## config.mk

```make
export PLATFORM = sky130hd
export DESIGN_NAME = usi_status_irq
export DESIGN_NICKNAME = d
export VERILOG_FILES = /design/src/usi_sync3.v /design/src/usi_status_irq.v
export VERILOG_INCLUDE_DIRS = /design/src /design/src/src
export SDC_FILE = /design/constraint.sdc
export NUM_CORES = 1
export LEC_CHECK = 0
export BUFFER_PORTS_ARGS = -buffer_cell sky130_fd_sc_hd__clkbuf_2
export CORE_MARGIN = 3
export CORE_UTILIZATION = 40
export CTS_BUF_LIST = sky130_fd_sc_hd__clkbuf_16
export DETAILED_ROUTE_END_ITERATION = 10
export GPL_TIMING_DRIVEN = 0
export PLACE_DENSITY = 0.74
export SETUP_SLACK_MARGIN = 0.1
export SLEW_MARGIN = 30
export SYNTH_ARGS = -nofsm -noshare
export SYNTH_HDL_FRONTEND = slang
export SYNTH_SLANG_ARGS = --single-unit
```

## constraint.sdc

```tcl
create_clock -name core_clk -period 2.9 [get_ports core_clk]
set_input_delay 0.145 -clock core_clk [delete_from_list [all_inputs] [get_ports core_clk]]
set_output_delay 0.145 -clock core_clk [all_outputs]
set_load 0.03 [all_outputs]
```

## src/usi_regs.vh

```
// Register map, field positions, reset values and timing counts of the
// status interrupt logic.
// Assumes a 10 MHz core clock and a 32-bit AHB-Lite register bus.
`ifndef USI_REGS_VH
`define USI_REGS_VH

// ****************************************
// Register byte offsets
// ****************************************
`define USI_OFS_FLAGS        8'h00
`define USI_OFS_ENABLES      8'h04
`define USI_OFS_DEVADDR      8'h08
`define USI_OFS_CONTROL      8'h0c

// ****************************************
// Status flag and enable bit positions
// ****************************************
`define USI_BIT_BUS_RESET    0
`define USI_BIT_ERR_SUMMARY  1
`define USI_BIT_ACTIVITY     2
`define USI_BIT_TRN_DONE     3
`define USI_BIT_BUS_IDLE     4
`define USI_BIT_STALL_SENT   5
`define USI_BIT_FRAME_START  6
`define USI_BIT_UNUSED       7

// ****************************************
// Control register bit positions
// ****************************************
`define USI_CTL_SUSPEND      0
`define USI_CTL_USE_PLL      1
`define USI_CTL_OPERATIONAL  2

// ****************************************
// Reset values
// ****************************************
`define USI_RST_FLAGS        8'h00
`define USI_RST_ENABLES      8'h00
`define USI_RST_DEVADDR      7'h00
`define USI_RST_CONTROL      2'h0

// Bits software may write in the flag register (summary bit and bit 7 excluded).
`define USI_FLAG_WR_MASK     8'h7d

// ****************************************
// Timing
// ****************************************
`define USI_CLK_MHZ          10
`define USI_IDLE_TIME_US     3000
`define USI_IDLE_CYCLES      (`USI_IDLE_TIME_US * `USI_CLK_MHZ)
`define USI_WAKE_SYNC_CYCLES 4

`endif

```

## src/usi_sync3.v

```verilog
// Three-stage synchroniser for one level from outside the clock domain.
// Assumes the output is used only once the second and third stages agree.
`timescale 1ns/100ps
`default_nettype none

module usi_sync3 (
  // Clock and reset
  input  wire core_clk,
  input  wire rst,
  // Level in and out
  input  wire async_in,
  output wire sync_out
);

  reg stage1_r;
  reg stage2_r;
  reg stage3_r;
  reg level_r;

  // ****************************************
  // Capture stages
  // ****************************************
  always @(posedge core_clk or posedge rst) begin
    if (rst) begin
      stage1_r <= 1'b0;
      stage2_r <= 1'b0;
      stage3_r <= 1'b0;
      level_r  <= 1'b0;
    end else begin
      stage1_r <= async_in;
      stage2_r <= stage1_r;
      stage3_r <= stage2_r;
      if (stage2_r == stage3_r) begin
        level_r <= stage3_r;
      end
    end
  end

  assign sync_out = level_r;

endmodule
`default_nettype wire

```

## src/usi_status_irq.v

```verilog
// Top-level status interrupt logic of a full-speed USB device peripheral.
// Assumes one-cycle event pulses from the serial interface engine on core_clk,
// second-level error flags and enables supplied as levels, and one AHB-Lite master.
`timescale 1ns/100ps
`default_nettype none
`include "usi_regs.vh"

// Notes on behaviour
// - Enabled flags are ORed into one interrupt request.
// - A flag other than bit 1 stays set until software writes zero to it.
// - Software writing one to a writable flag sets it.
// - Bit 7 of flags and enables is absent and reads zero.
// - Bit 6 flags a received start-of-frame token.
// - Bit 5 flags a sent STALL handshake.
// - Bit 4 flags a bus idle for at least 3 ms.
// - Bit 3 flags a completed transaction; transfer status valid.
// - Clearing bit 3 advances the transfer status FIFO.
// - Bit 2 flags activity on the D+ or D- lines.
// - Bit 1 is set only by enabled second-level errors.
// - Bit 1 is read-only; software writes never change it.
// - Bus reset sets bit 0 and zeroes the device address.
// - Enables gate only the request; flags still set while disabled.
// - Activity flag ignores clears while suspended and shortly after wake.
// - With PLL clocking, the block waits for lock after suspend ends.
// - One activity event per resume; re-arms only after a new idle.
// - Error summary is OR of error flags gated by their enables.
module usi_status_irq #(
  parameter IDLE_CYCLES = `USI_IDLE_CYCLES
) (
  // Clock and reset
  input  wire        core_clk,
  input  wire        rst,
  // AHB-Lite slave
  input  wire        hsel,
  input  wire [7:0]  haddr,
  input  wire [1:0]  htrans,
  input  wire        hwrite,
  input  wire [2:0]  hsize,
  input  wire        hready,
  input  wire [31:0] hwdata,
  output wire [31:0] hrdata,
  output wire        hreadyout,
  output wire        hresp,
  // Serial interface engine events
  input  wire        sie_frame_start,
  input  wire        sie_stall_sent,
  input  wire        sie_trn_done,
  input  wire        sie_bus_reset,
  input  wire        sie_line_idle,
  input  wire        sie_line_activity,
  // Second-level error flags and enables
  input  wire [7:0]  error_source_flags,
  input  wire [7:0]  error_source_enables,
  // PLL lock pin
  input  wire        pll_locked,
  // Outputs to the rest of the peripheral
  output wire        peripheral_irq_request,
  output wire        transfer_status_advance,
  output wire [6:0]  device_address,
  output wire        suspend_control_bit,
  output wire        module_operational
);

  // ****************************************
  // Local constants and state
  // ****************************************
  localparam integer IDLE_LAST_I = IDLE_CYCLES - 1;
  localparam integer WAKE_LAST_I = `USI_WAKE_SYNC_CYCLES - 1;
  localparam [14:0]  IDLE_LAST   = IDLE_LAST_I[14:0];
  localparam [2:0]   WAKE_LAST   = WAKE_LAST_I[2:0];
  localparam [7:0]   FLAGS_RST   = `USI_RST_FLAGS;
  localparam [7:0]   ENABLES_RST = `USI_RST_ENABLES;

  localparam [1:0] PWR_RUN     = 2'h0;
  localparam [1:0] PWR_SUSPEND = 2'h1;
  localparam [1:0] PWR_LOCK    = 2'h2;
  localparam [1:0] PWR_SYNC    = 2'h3;

  reg  [6:0]  flags_r;
  reg  [6:0]  flags_nxt;
  reg  [6:0]  enables_r;
  reg  [6:0]  devaddr_r;
  reg  [1:0]  control_r;
  reg  [1:0]  pwr_state_r;
  reg  [1:0]  pwr_state_nxt;
  reg  [2:0]  wake_cnt_r;
  reg  [14:0] idle_cnt_r;
  reg         idle_fired_r;
  reg         act_armed_r;
  reg         advance_r;
  reg         wr_pend_r;
  reg         rd_wait_r;
  reg  [7:0]  addr_r;
  reg  [31:0] hrdata_r;
  reg  [7:0]  rd_val;

  wire        pll_locked_s;
  wire        addr_phase;
  wire        wr_now;
  wire        err_summary;
  wire [7:0]  flags_view;
  wire [7:0]  enables_view;
  wire        idle_event;
  wire        act_event;
  wire        act_clear_ok;
  wire        wr_flags;
  wire [7:0]  wmask;
  wire        wr_enables;
  wire        wr_devaddr;
  wire        wr_control;

  // ****************************************
  // Pin synchroniser
  // ****************************************
  usi_sync3 u_pll_sync (
    .core_clk (core_clk),
    .rst      (rst),
    .async_in (pll_locked),
    .sync_out (pll_locked_s)
  );

  // ****************************************
  // AHB-Lite slave
  // ****************************************
  assign addr_phase = hsel & htrans[1] & hready;
  assign wr_now     = wr_pend_r;
  assign hreadyout  = ~rd_wait_r;
  assign hresp      = 1'b0;
  assign hrdata     = hrdata_r;

  always @(posedge core_clk or posedge rst) begin
    if (rst) begin
      wr_pend_r <= 1'b0;
      rd_wait_r <= 1'b0;
      addr_r    <= 8'h00;
      hrdata_r  <= 32'h00000000;
    end else begin
      if (hready) begin
        wr_pend_r <= addr_phase & hwrite;
        rd_wait_r <= addr_phase & ~hwrite;
        if (addr_phase) begin
          addr_r <= haddr;
        end
      end else begin
        wr_pend_r <= 1'b0;
        rd_wait_r <= 1'b0;
      end
      if (rd_wait_r) begin
        hrdata_r <= {24'h000000, rd_val};
      end
    end
  end

  // Reads take one wait state so the data comes from a flip-flop.
  always @* begin
    case (addr_r)
      `USI_OFS_FLAGS:   rd_val = flags_view;
      `USI_OFS_ENABLES: rd_val = enables_view;
      `USI_OFS_DEVADDR: rd_val = {1'b0, devaddr_r};
      `USI_OFS_CONTROL: rd_val = {5'h00, module_operational, control_r};
      default:          rd_val = 8'h00;
    endcase
  end

  // ****************************************
  // Second-level error summary
  // ****************************************
  assign err_summary = |(error_source_flags & error_source_enables);

  // Bit 7 is absent; bit 1 is the live error summary.
  assign flags_view   = {1'b0, flags_r[6:2], err_summary, flags_r[0]};
  assign enables_view = {1'b0, enables_r};

  // ****************************************
  // Interrupt request
  // ****************************************
  assign peripheral_irq_request = |(flags_view & enables_view);

  // ****************************************
  // Suspend and wake-up sequencing
  // ****************************************
  always @* begin
    pwr_state_nxt = pwr_state_r;
    case (pwr_state_r)
      PWR_RUN: begin
        if (control_r[`USI_CTL_SUSPEND]) begin
          pwr_state_nxt = PWR_SUSPEND;
        end
      end
      PWR_SUSPEND: begin
        if (!control_r[`USI_CTL_SUSPEND]) begin
          pwr_state_nxt = PWR_LOCK;
        end
      end
      PWR_LOCK: begin
        if (control_r[`USI_CTL_SUSPEND]) begin
          pwr_state_nxt = PWR_SUSPEND;
        end else if (!control_r[`USI_CTL_USE_PLL] || pll_locked_s) begin
          pwr_state_nxt = PWR_SYNC;
        end
      end
      PWR_SYNC: begin
        if (control_r[`USI_CTL_SUSPEND]) begin
          pwr_state_nxt = PWR_SUSPEND;
        end else if (wake_cnt_r == WAKE_LAST) begin
          pwr_state_nxt = PWR_RUN;
        end
      end
      default: pwr_state_nxt = PWR_RUN;
    endcase
  end

  always @(posedge core_clk or posedge rst) begin
    if (rst) begin
      pwr_state_r <= PWR_RUN;
      wake_cnt_r  <= 3'h0;
    end else begin
      pwr_state_r <= pwr_state_nxt;
      if (pwr_state_r == PWR_SYNC) begin
        wake_cnt_r <= wake_cnt_r + 3'h1;
      end else begin
        wake_cnt_r <= 3'h0;
      end
    end
  end

  assign module_operational = (pwr_state_r == PWR_RUN);
  assign act_clear_ok       = module_operational;

  // ****************************************
  // Idle detection and activity arming
  // ****************************************
  always @(posedge core_clk or posedge rst) begin
    if (rst) begin
      idle_cnt_r   <= 15'h0000;
      idle_fired_r <= 1'b0;
      act_armed_r  <= 1'b0;
    end else begin
      if (!sie_line_idle) begin
        idle_cnt_r   <= 15'h0000;
        idle_fired_r <= 1'b0;
      end else if (idle_cnt_r != IDLE_LAST) begin
        idle_cnt_r <= idle_cnt_r + 15'h0001;
      end else begin
        idle_fired_r <= 1'b1;
      end
      if (idle_event) begin
        act_armed_r <= 1'b1;
      end else if (act_event) begin
        act_armed_r <= 1'b0;
      end
    end
  end

  // One idle event per unbroken idle stretch of the full duration.
  assign idle_event = sie_line_idle & (idle_cnt_r == IDLE_LAST) & ~idle_fired_r;
  assign act_event  = sie_line_activity & act_armed_r;

  // ****************************************
  // Status flags
  // ****************************************
  assign wr_flags = wr_now & (addr_r == `USI_OFS_FLAGS);
  assign wmask    = `USI_FLAG_WR_MASK;

  always @* begin
    flags_nxt = flags_r;
    if (wr_flags) begin
      // Writable bits take the written value: zero clears, one sets; bit 2 takes a zero only while operational.
      flags_nxt[0]   = hwdata[0];
      flags_nxt[6:3] = hwdata[6:3];
      if (act_clear_ok || hwdata[`USI_BIT_ACTIVITY]) begin
        flags_nxt[`USI_BIT_ACTIVITY] = hwdata[`USI_BIT_ACTIVITY];
      end
    end
    flags_nxt[1] = 1'b0;
    // Hardware events win over a clear in the same cycle.
    if (sie_frame_start) begin
      flags_nxt[`USI_BIT_FRAME_START] = 1'b1;
    end
    if (sie_stall_sent) begin
      flags_nxt[`USI_BIT_STALL_SENT] = 1'b1;
    end
    if (idle_event) begin
      flags_nxt[`USI_BIT_BUS_IDLE] = 1'b1;
    end
    if (sie_trn_done) begin
      flags_nxt[`USI_BIT_TRN_DONE] = 1'b1;
    end
    if (act_event) begin
      flags_nxt[`USI_BIT_ACTIVITY] = 1'b1;
    end
    if (sie_bus_reset) begin
      flags_nxt[`USI_BIT_BUS_RESET] = 1'b1;
    end
  end

  always @(posedge core_clk or posedge rst) begin
    if (rst) begin
      flags_r   <= FLAGS_RST[6:0];
      advance_r <= 1'b0;
    end else begin
      flags_r   <= flags_nxt & wmask[6:0];
      // A transaction flag going from set to clear by software steps the FIFO.
      advance_r <= wr_flags & flags_r[`USI_BIT_TRN_DONE] & ~hwdata[`USI_BIT_TRN_DONE]
                   & ~sie_trn_done;
    end
  end

  assign transfer_status_advance = advance_r;

  // ****************************************
  // Enables, device address and control
  // ****************************************
  assign wr_enables = wr_now & (addr_r == `USI_OFS_ENABLES);
  assign wr_devaddr = wr_now & (addr_r == `USI_OFS_DEVADDR);
  assign wr_control = wr_now & (addr_r == `USI_OFS_CONTROL);

  always @(posedge core_clk or posedge rst) begin
    if (rst) begin
      enables_r <= ENABLES_RST[6:0];
      devaddr_r <= `USI_RST_DEVADDR;
      control_r <= `USI_RST_CONTROL;
    end else begin
      if (wr_enables) begin
        enables_r <= hwdata[6:0];
      end
      if (sie_bus_reset) begin
        devaddr_r <= `USI_RST_DEVADDR;
      end else if (wr_devaddr) begin
        devaddr_r <= hwdata[6:0];
      end
      if (wr_control) begin
        control_r <= hwdata[1:0];
      end
    end
  end

  assign device_address      = devaddr_r;
  assign suspend_control_bit = control_r[`USI_CTL_SUSPEND];

endmodule
`default_nettype wire

```

---- Yosys cells after proc, flatten, opt, wreduce, memory -nomap -nowiden ----
Index checks and enable logic that the tools add are counted.
W data, S select, Z words.
cells by class
  bitwise gates (word level) .............. 21
  equal/unequal tests ..................... 16
  muxes and demuxes ....................... 28
  $add $sub $neg .......................... 2
  reduce and logical (&&, ||, !) cells .... 19
operators with widths
  kind                     count
  $mux W15                 2
  $pmux W7 S4              1
  $reduce_bool A2 Y1       9
  $eq A8 B4 Y1 const B     2
  $reduce_or A8 Y1         2
  $add A15 B1 Y15 const B  1
  $eq A15 B15 Y1 const B   1
  $ne A15 B15 Y1 const B   1
  $and A1 B1 Y1            14
  $mux W1                  14
  $mux W7                  2
  $mux W2                  6
  $and A8 B8 Y8            1
  $eq A8 B3 Y1 const B     1
  $logic_not A8 Y1         1
  $pmux W2 S4              1
  $and A7 B7 Y7            1
  $ne A2 B2 Y1 const B     3
  $ne A3 B3 Y1 const B     2
  $mux W5                  1
  $not A1 Y1               5
  $eq A2 B2 Y1 const B     2
  $reduce_and A2 Y1        2
  $reduce_and A4 Y1        1
  other kinds (9)          10
word-level totals
  bits of input ports ..................... 73
  output and inout port bits .............. 45
  logic and storage cells ................. 109
  bits in registers ....................... 67

---- Depth between registers and ports, before layout ----
  depth after elaboration ................. 5
  mapped depth ............................ 6
  mapped depth without buffers ............ 5

---- Hierarchy ----
A second synthesis with hierarchy kept.
unflattened totals
  cells, all modules ...................... 281
  area, all modules ....................... 3204.3 um2
by module, submodules not included
  module          area each (um2)  sequential area each (um2)  times used  cells an instance
  usi_status_irq  3089.2           1551.5                      1           275
  usi_sync3       115.1            100.1                       1           6

---- Worst setup path after synthesis ----
OpenSTA, ideal clock, no wires.
  kind .................................... register -> register
  from .................................... reg idle_cnt_r[0]
  to ...................................... reg idle_cnt_r[1]
  clock period less this slack ............ 1588 ps
  data arrival time ....................... 1468 ps
  slack ................................... 1312 ps
  cell stages (with the launch flop) ...... 6
  setup time .............................. 120 ps
  path buffers ............................ 0
  path through ............................ dfrtp_1 > ha_1 > nand3_2 > nor4_4 > mux2i_1 > nor2b_1
between the ends
  cells in the longest elaborated chain, start to end .. 3
RTL lines
  element                 RTL line              source
  from (decl)             usi_status_irq.v:87   reg [14:0] idle_cnt_r;
  from (signal assigned)  usi_status_irq.v:243  idle_cnt_r <= idle_cnt_r + 15'h0001;
  $add A15 B1 Y15         usi_status_irq.v:243
  $mux W15                usi_status_irq.v:242  end else if (idle_cnt_r != IDLE_LAST) begin
  $mux W15                usi_status_irq.v:239  if (!sie_line_idle) begin
Parallel ways exist; a longest one is shown, timed or not. The select of a mux whose other input is x is not followed.
A chain may end at the register's enable or synchronous reset.

---- Worst setup path after layout ----
  from .................................... reg addr_r[5]
  to ...................................... reg devaddr_r[4], in the netlist device_address[4]
between the ends
  cells in the longest elaborated chain, start to end .. 3
RTL lines
  element                              RTL line              source
  from (decl)                          usi_status_irq.v:93   reg [7:0] addr_r;
  from (signal assigned)               usi_status_irq.v:142  addr_r <= haddr;
  $eq A8 B4 Y1                         n/a
  $and A1 B1 Y1                        usi_status_irq.v:315  assign wr_devaddr = wr_now & (addr_r == `USI_OFS_DEVADDR);
  $reduce_bool A2 Y1 (no source line)  n/a
  to (signal assigned)                 usi_status_irq.v:321  devaddr_r <= `USI_RST_DEVADDR;
  to (signal assigned)                 usi_status_irq.v:328  devaddr_r <= `USI_RST_DEVADDR;
  to (signal assigned)                 usi_status_irq.v:330  devaddr_r <= hwdata[6:0];
  to (decl)                            usi_status_irq.v:82   reg [6:0] devaddr_r;
No other way between the ends.

==> run_results.csv <==
group,metric,value,unit
logic_synthesis,synthesis.instances,287,
logic_synthesis,synth_ff_type,"dfrtp_1",
logic_synthesis,synth_xor_area_share,1.91,%
layout,area_growth,28.3,%
die,floorplan.die_area,9120,um^2
layout,drive_gt1_share,32.7,%
sta,slew_violations,0,
logic_synthesis,yosysMostFrequentCell,"dfrtp_1",
clocking,clk_pin_slew,0.06,ns
routing,num_vias,2435,
routing,routedWlPerCell,13.8,um
run_status,status,"completed",
power_and_ir_drop,ir_drop,0.000650,V
clocking,htree_levels,3,
sta,rsz0062_at_grt,"false",
power_and_ir_drop,comb_power_share,12.9,%
placed_design,dp_hpwl,5.18,mm
clocking,cts-root-buf,"clkbuf_16",
logic_synthesis,ys_warn_count,0,
global_routing,grtUsageMet1,18.2,%
clocking,numCtsBuffers,9,
die,initial_utilization,41.3,%
layout,num-nets-final,465,
logic_synthesis,syn-cell-area,3200,um^2
power_and_ir_drop,switching_share,24.3,%
setup_path,startpoint_type,"flop",
power_and_ir_drop,power,2440,uW
logic_synthesis,synth-seq-cells,66,
logic_synthesis,synth-compound-area-share,8.47,%
sta,setup_violations,0,
sta,finalSetupTns,0,ns
logic_synthesis,synth_common_cells,"dfrtp_1 (66), buf_4 (26), nor2_1 (23), mux2_2 (18), inv_1 (16)",
routing,firstDrtPassIters,5,
global_routing,antenna_found_initial,0,
clocking,postCtsSetupBuffers,0,
die,coreArea,7770,um^2
layout,fillers,707,
power_and_ir_drop,power_frac_seq,41.2,%
logic_synthesis,synth_top_family_by_area,"simple AND/OR/NAND/NOR gates",
global_routing,overflow,0,
layout,final_cells,496,
setup_path,critPathCaptureType,"flop",
worst_hold_path,hold_path.class,"input port to flop",
die,die_y,95.5,um
setup_path,path_cells,"nor4_1, nand4_1, mux2i_1, nor2_1",
routing,ant_nets,0,
placed_design,gp_congestion,0.842,
global_routing,grt_pass1_wl,10.8,mm
setup_path,crit_slowest_cell,"nand4_1",
clocking,cts-resized-gates,0,
job,maxCapViolations,0,
placed_design,port_buffers,61,
global_routing,grt_start_max_net_pins,48,
sta,finalHoldViolCount,0,
logic_synthesis,ys_top_cells_by_area,"dfrtp_1 (52%), mux2_2 (6.3%), buf_4 (6.1%)",
setup_path,crit_fanout,7,
power_and_ir_drop,p_per_area,593,nW/um^2
logic_synthesis,yosys.area.top_type,"dfrtp_1",
logic_synthesis,syn_area_per_cell,11.2,um^2
logic_synthesis,muxShareOfSynthArea,12.4,%
sta,max_freq,0.487,GHz
logic_synthesis,synth_seq_area_share,51.5,%
global_routing,use_met2,27.0,%
routing,via_per_inst,4.91,
power_and_ir_drop,internal_power,1850,uW
setup_path,critPathArrivalTime,2.24,ns
logic_synthesis,synthAdderAreaFrac,1.48,%
logic_synthesis,async_reset_ff_share,100,%
clocking,cts_tree,"done",
logic_synthesis,synth_edf_count,0,
sta,clock_skew,0.00416,ns
routing,dr.first_iter.drc_count,89,
power_and_ir_drop,p_leak,0.00205,uW
layout,antennaDiodeCount,0,
global_routing,busiest_layer,"met2",
global_routing,grt_util_met3,5.21,%
clocking,cts.sinks,66,
global_routing,grt_pass1_vias,2357,
die,die_x,95.5,um
sta,worst_pin_slew,0.601,ns
routing,drc,0,
setup_path,worst-setup-path-type,"flop to flop",
clocking,clk_latency,0.32,ns
sta,period_share,70.9,%
setup_path,slowest_delay,0.60,ns
global_routing,grt_use_total,15.4,%
power_and_ir_drop,clkPwrFrac,45.9,%
setup_path,path_buf_inv,0,
sta,fin_crit,2.06,ns
logic_synthesis,synth_cell_type_count,48,
placed_design,dp.cells,476,
logic_synthesis,synthSimpleGateAreaFrac,15.1,%
logic_synthesis,yosysTopAreaCellShare,51.5,%
clocking,clockBufferDepth,2,
routing,wirelength,6.84,mm
die,io_pins,118,
sta,relSlewSlack,59.5,%
die,rows,32,
setup_path,path_delay_family,"simple AND/OR/NAND/NOR gates",
clocking,hold_buffers,4,
setup_path,worstPathRequired,3.09,ns
power_and_ir_drop,p_sw,592,uW
power by group through the flow:
stage	sequential, uW	combinational, uW	clock, uW
after floorplan	1020	219	0
after global placement	1020	301	0
after detailed placement	1020	311	0
after CTS	1010	317	1140
after global routing	1010	349	1180
final	1010	314	1120
layout by cell type, fill, tap and decap left out, drive strengths merged, types with 3 or more instances in the layout:
master,Yosys,final
a211o,4,4
clkbuf,5,75
and2,8,8
nand4,8,8
nor4,6,6
nor2,23,23
o21ai,3,3
a21boi,3,3
nand2,15,15
a22oi,7,7
nor3,4,4
o2bb2ai,6,6
or3,4,4
mux2,18,18
dlygate4sd3,0,4
ha,3,3
nor2b,3,3
conb,1,26
nand3,5,5
dfrtp,66,66
xnor2,3,3
mux2i,15,15
inv,16,18
xor2,4,4
buf,28,29
a21oi,6,6
kinds of logic (layout without fill, tap and decap cells):
| family | after synthesis | count (layout) |
|---|---|---|
| AO/OA/AOI/OAI | 37 | 37 |
| flip-flops | 66 | 66 |
| adder cells (fa/ha/maj) | 4 | 4 |
| XOR/XNOR | 7 | 7 |
| multiplexers | 35 | 35 |
| buffers and inverters | 50 | 132 |
| other | 1 | 26 |
| AND/OR/NAND/NOR | 87 | 87 |
worst paths after layout:
kind,start,to,slack (ns),cells past startpoint
min reg2reg,u_pll_sync.stage1_r$_DFF_PP0_,u_pll_sync.stage2_r$_DFF_PP0_,0.35,0
max,addr_r[5]$_DFFE_PP0P_,device_address[4]$_DFFE_PP0P_,0.84,4
min in group asynchronous,rst,idle_cnt_r[13]$_DFFE_PP0P_,0.32,3
max in group asynchronous,rst,idle_cnt_r[1]$_DFFE_PP0P_,2.07,4
min,sie_stall_sent,flags_r[5]$_DFFE_PP0P_,0.008,2
max reg2reg,addr_r[5]$_DFFE_PP0P_,device_address[4]$_DFFE_PP0P_,0.84,4
per-layer routing:
metal | share of wire (%) | vias to the layer above
li1 | - | 1164
met1 | 41 | 1183
met2 | 51 | 77
met3 | 6.8 | 11
met4 | 1.3 | 0
met5 | 0 | -
state kept, by name (all words and copies together), names as in the netlist, 2 cells and up:
name            cells
idle_cnt_r         15
addr_r              8
device_address      7
enables_r           7
hrdata              7
flags_r             6
wake_cnt_r          3
control_r           2
pwr_state_r         2
cell type report:
type | count | area, um^2 | share of cell area (%)
Sequential cell | 66 | 1650 | 40.2
Clock buffer | 9 | 225 | 5.48
Multi-Input combinational cell | 196 | 1360 | 33.1
Inverter | 17 | 66.3 | 1.61
Tap cell | 102 | 128 | 3.10
Buffer | 33 | 223 | 5.42
Timing Repair Buffer | 66 | 373 | 9.07
Clock inverter | 7 | 86.3 | 2.10
through the flow:
step                      area (um^2)  hold slack [ns]  util (%)  worst slack, ns
final                            4110          0.00808      52.9            0.845
after global routing             4110           0.0136      52.9            0.584
after CTS                        4110          0.00578      52.9            0.815
after detailed placement         3760            0.109      48.4            0.824
after global placement           3730            0.256      48.0            0.320
after floorplan                  3300            0.176         -             1.10
Power figures use the tool's default switching activity.
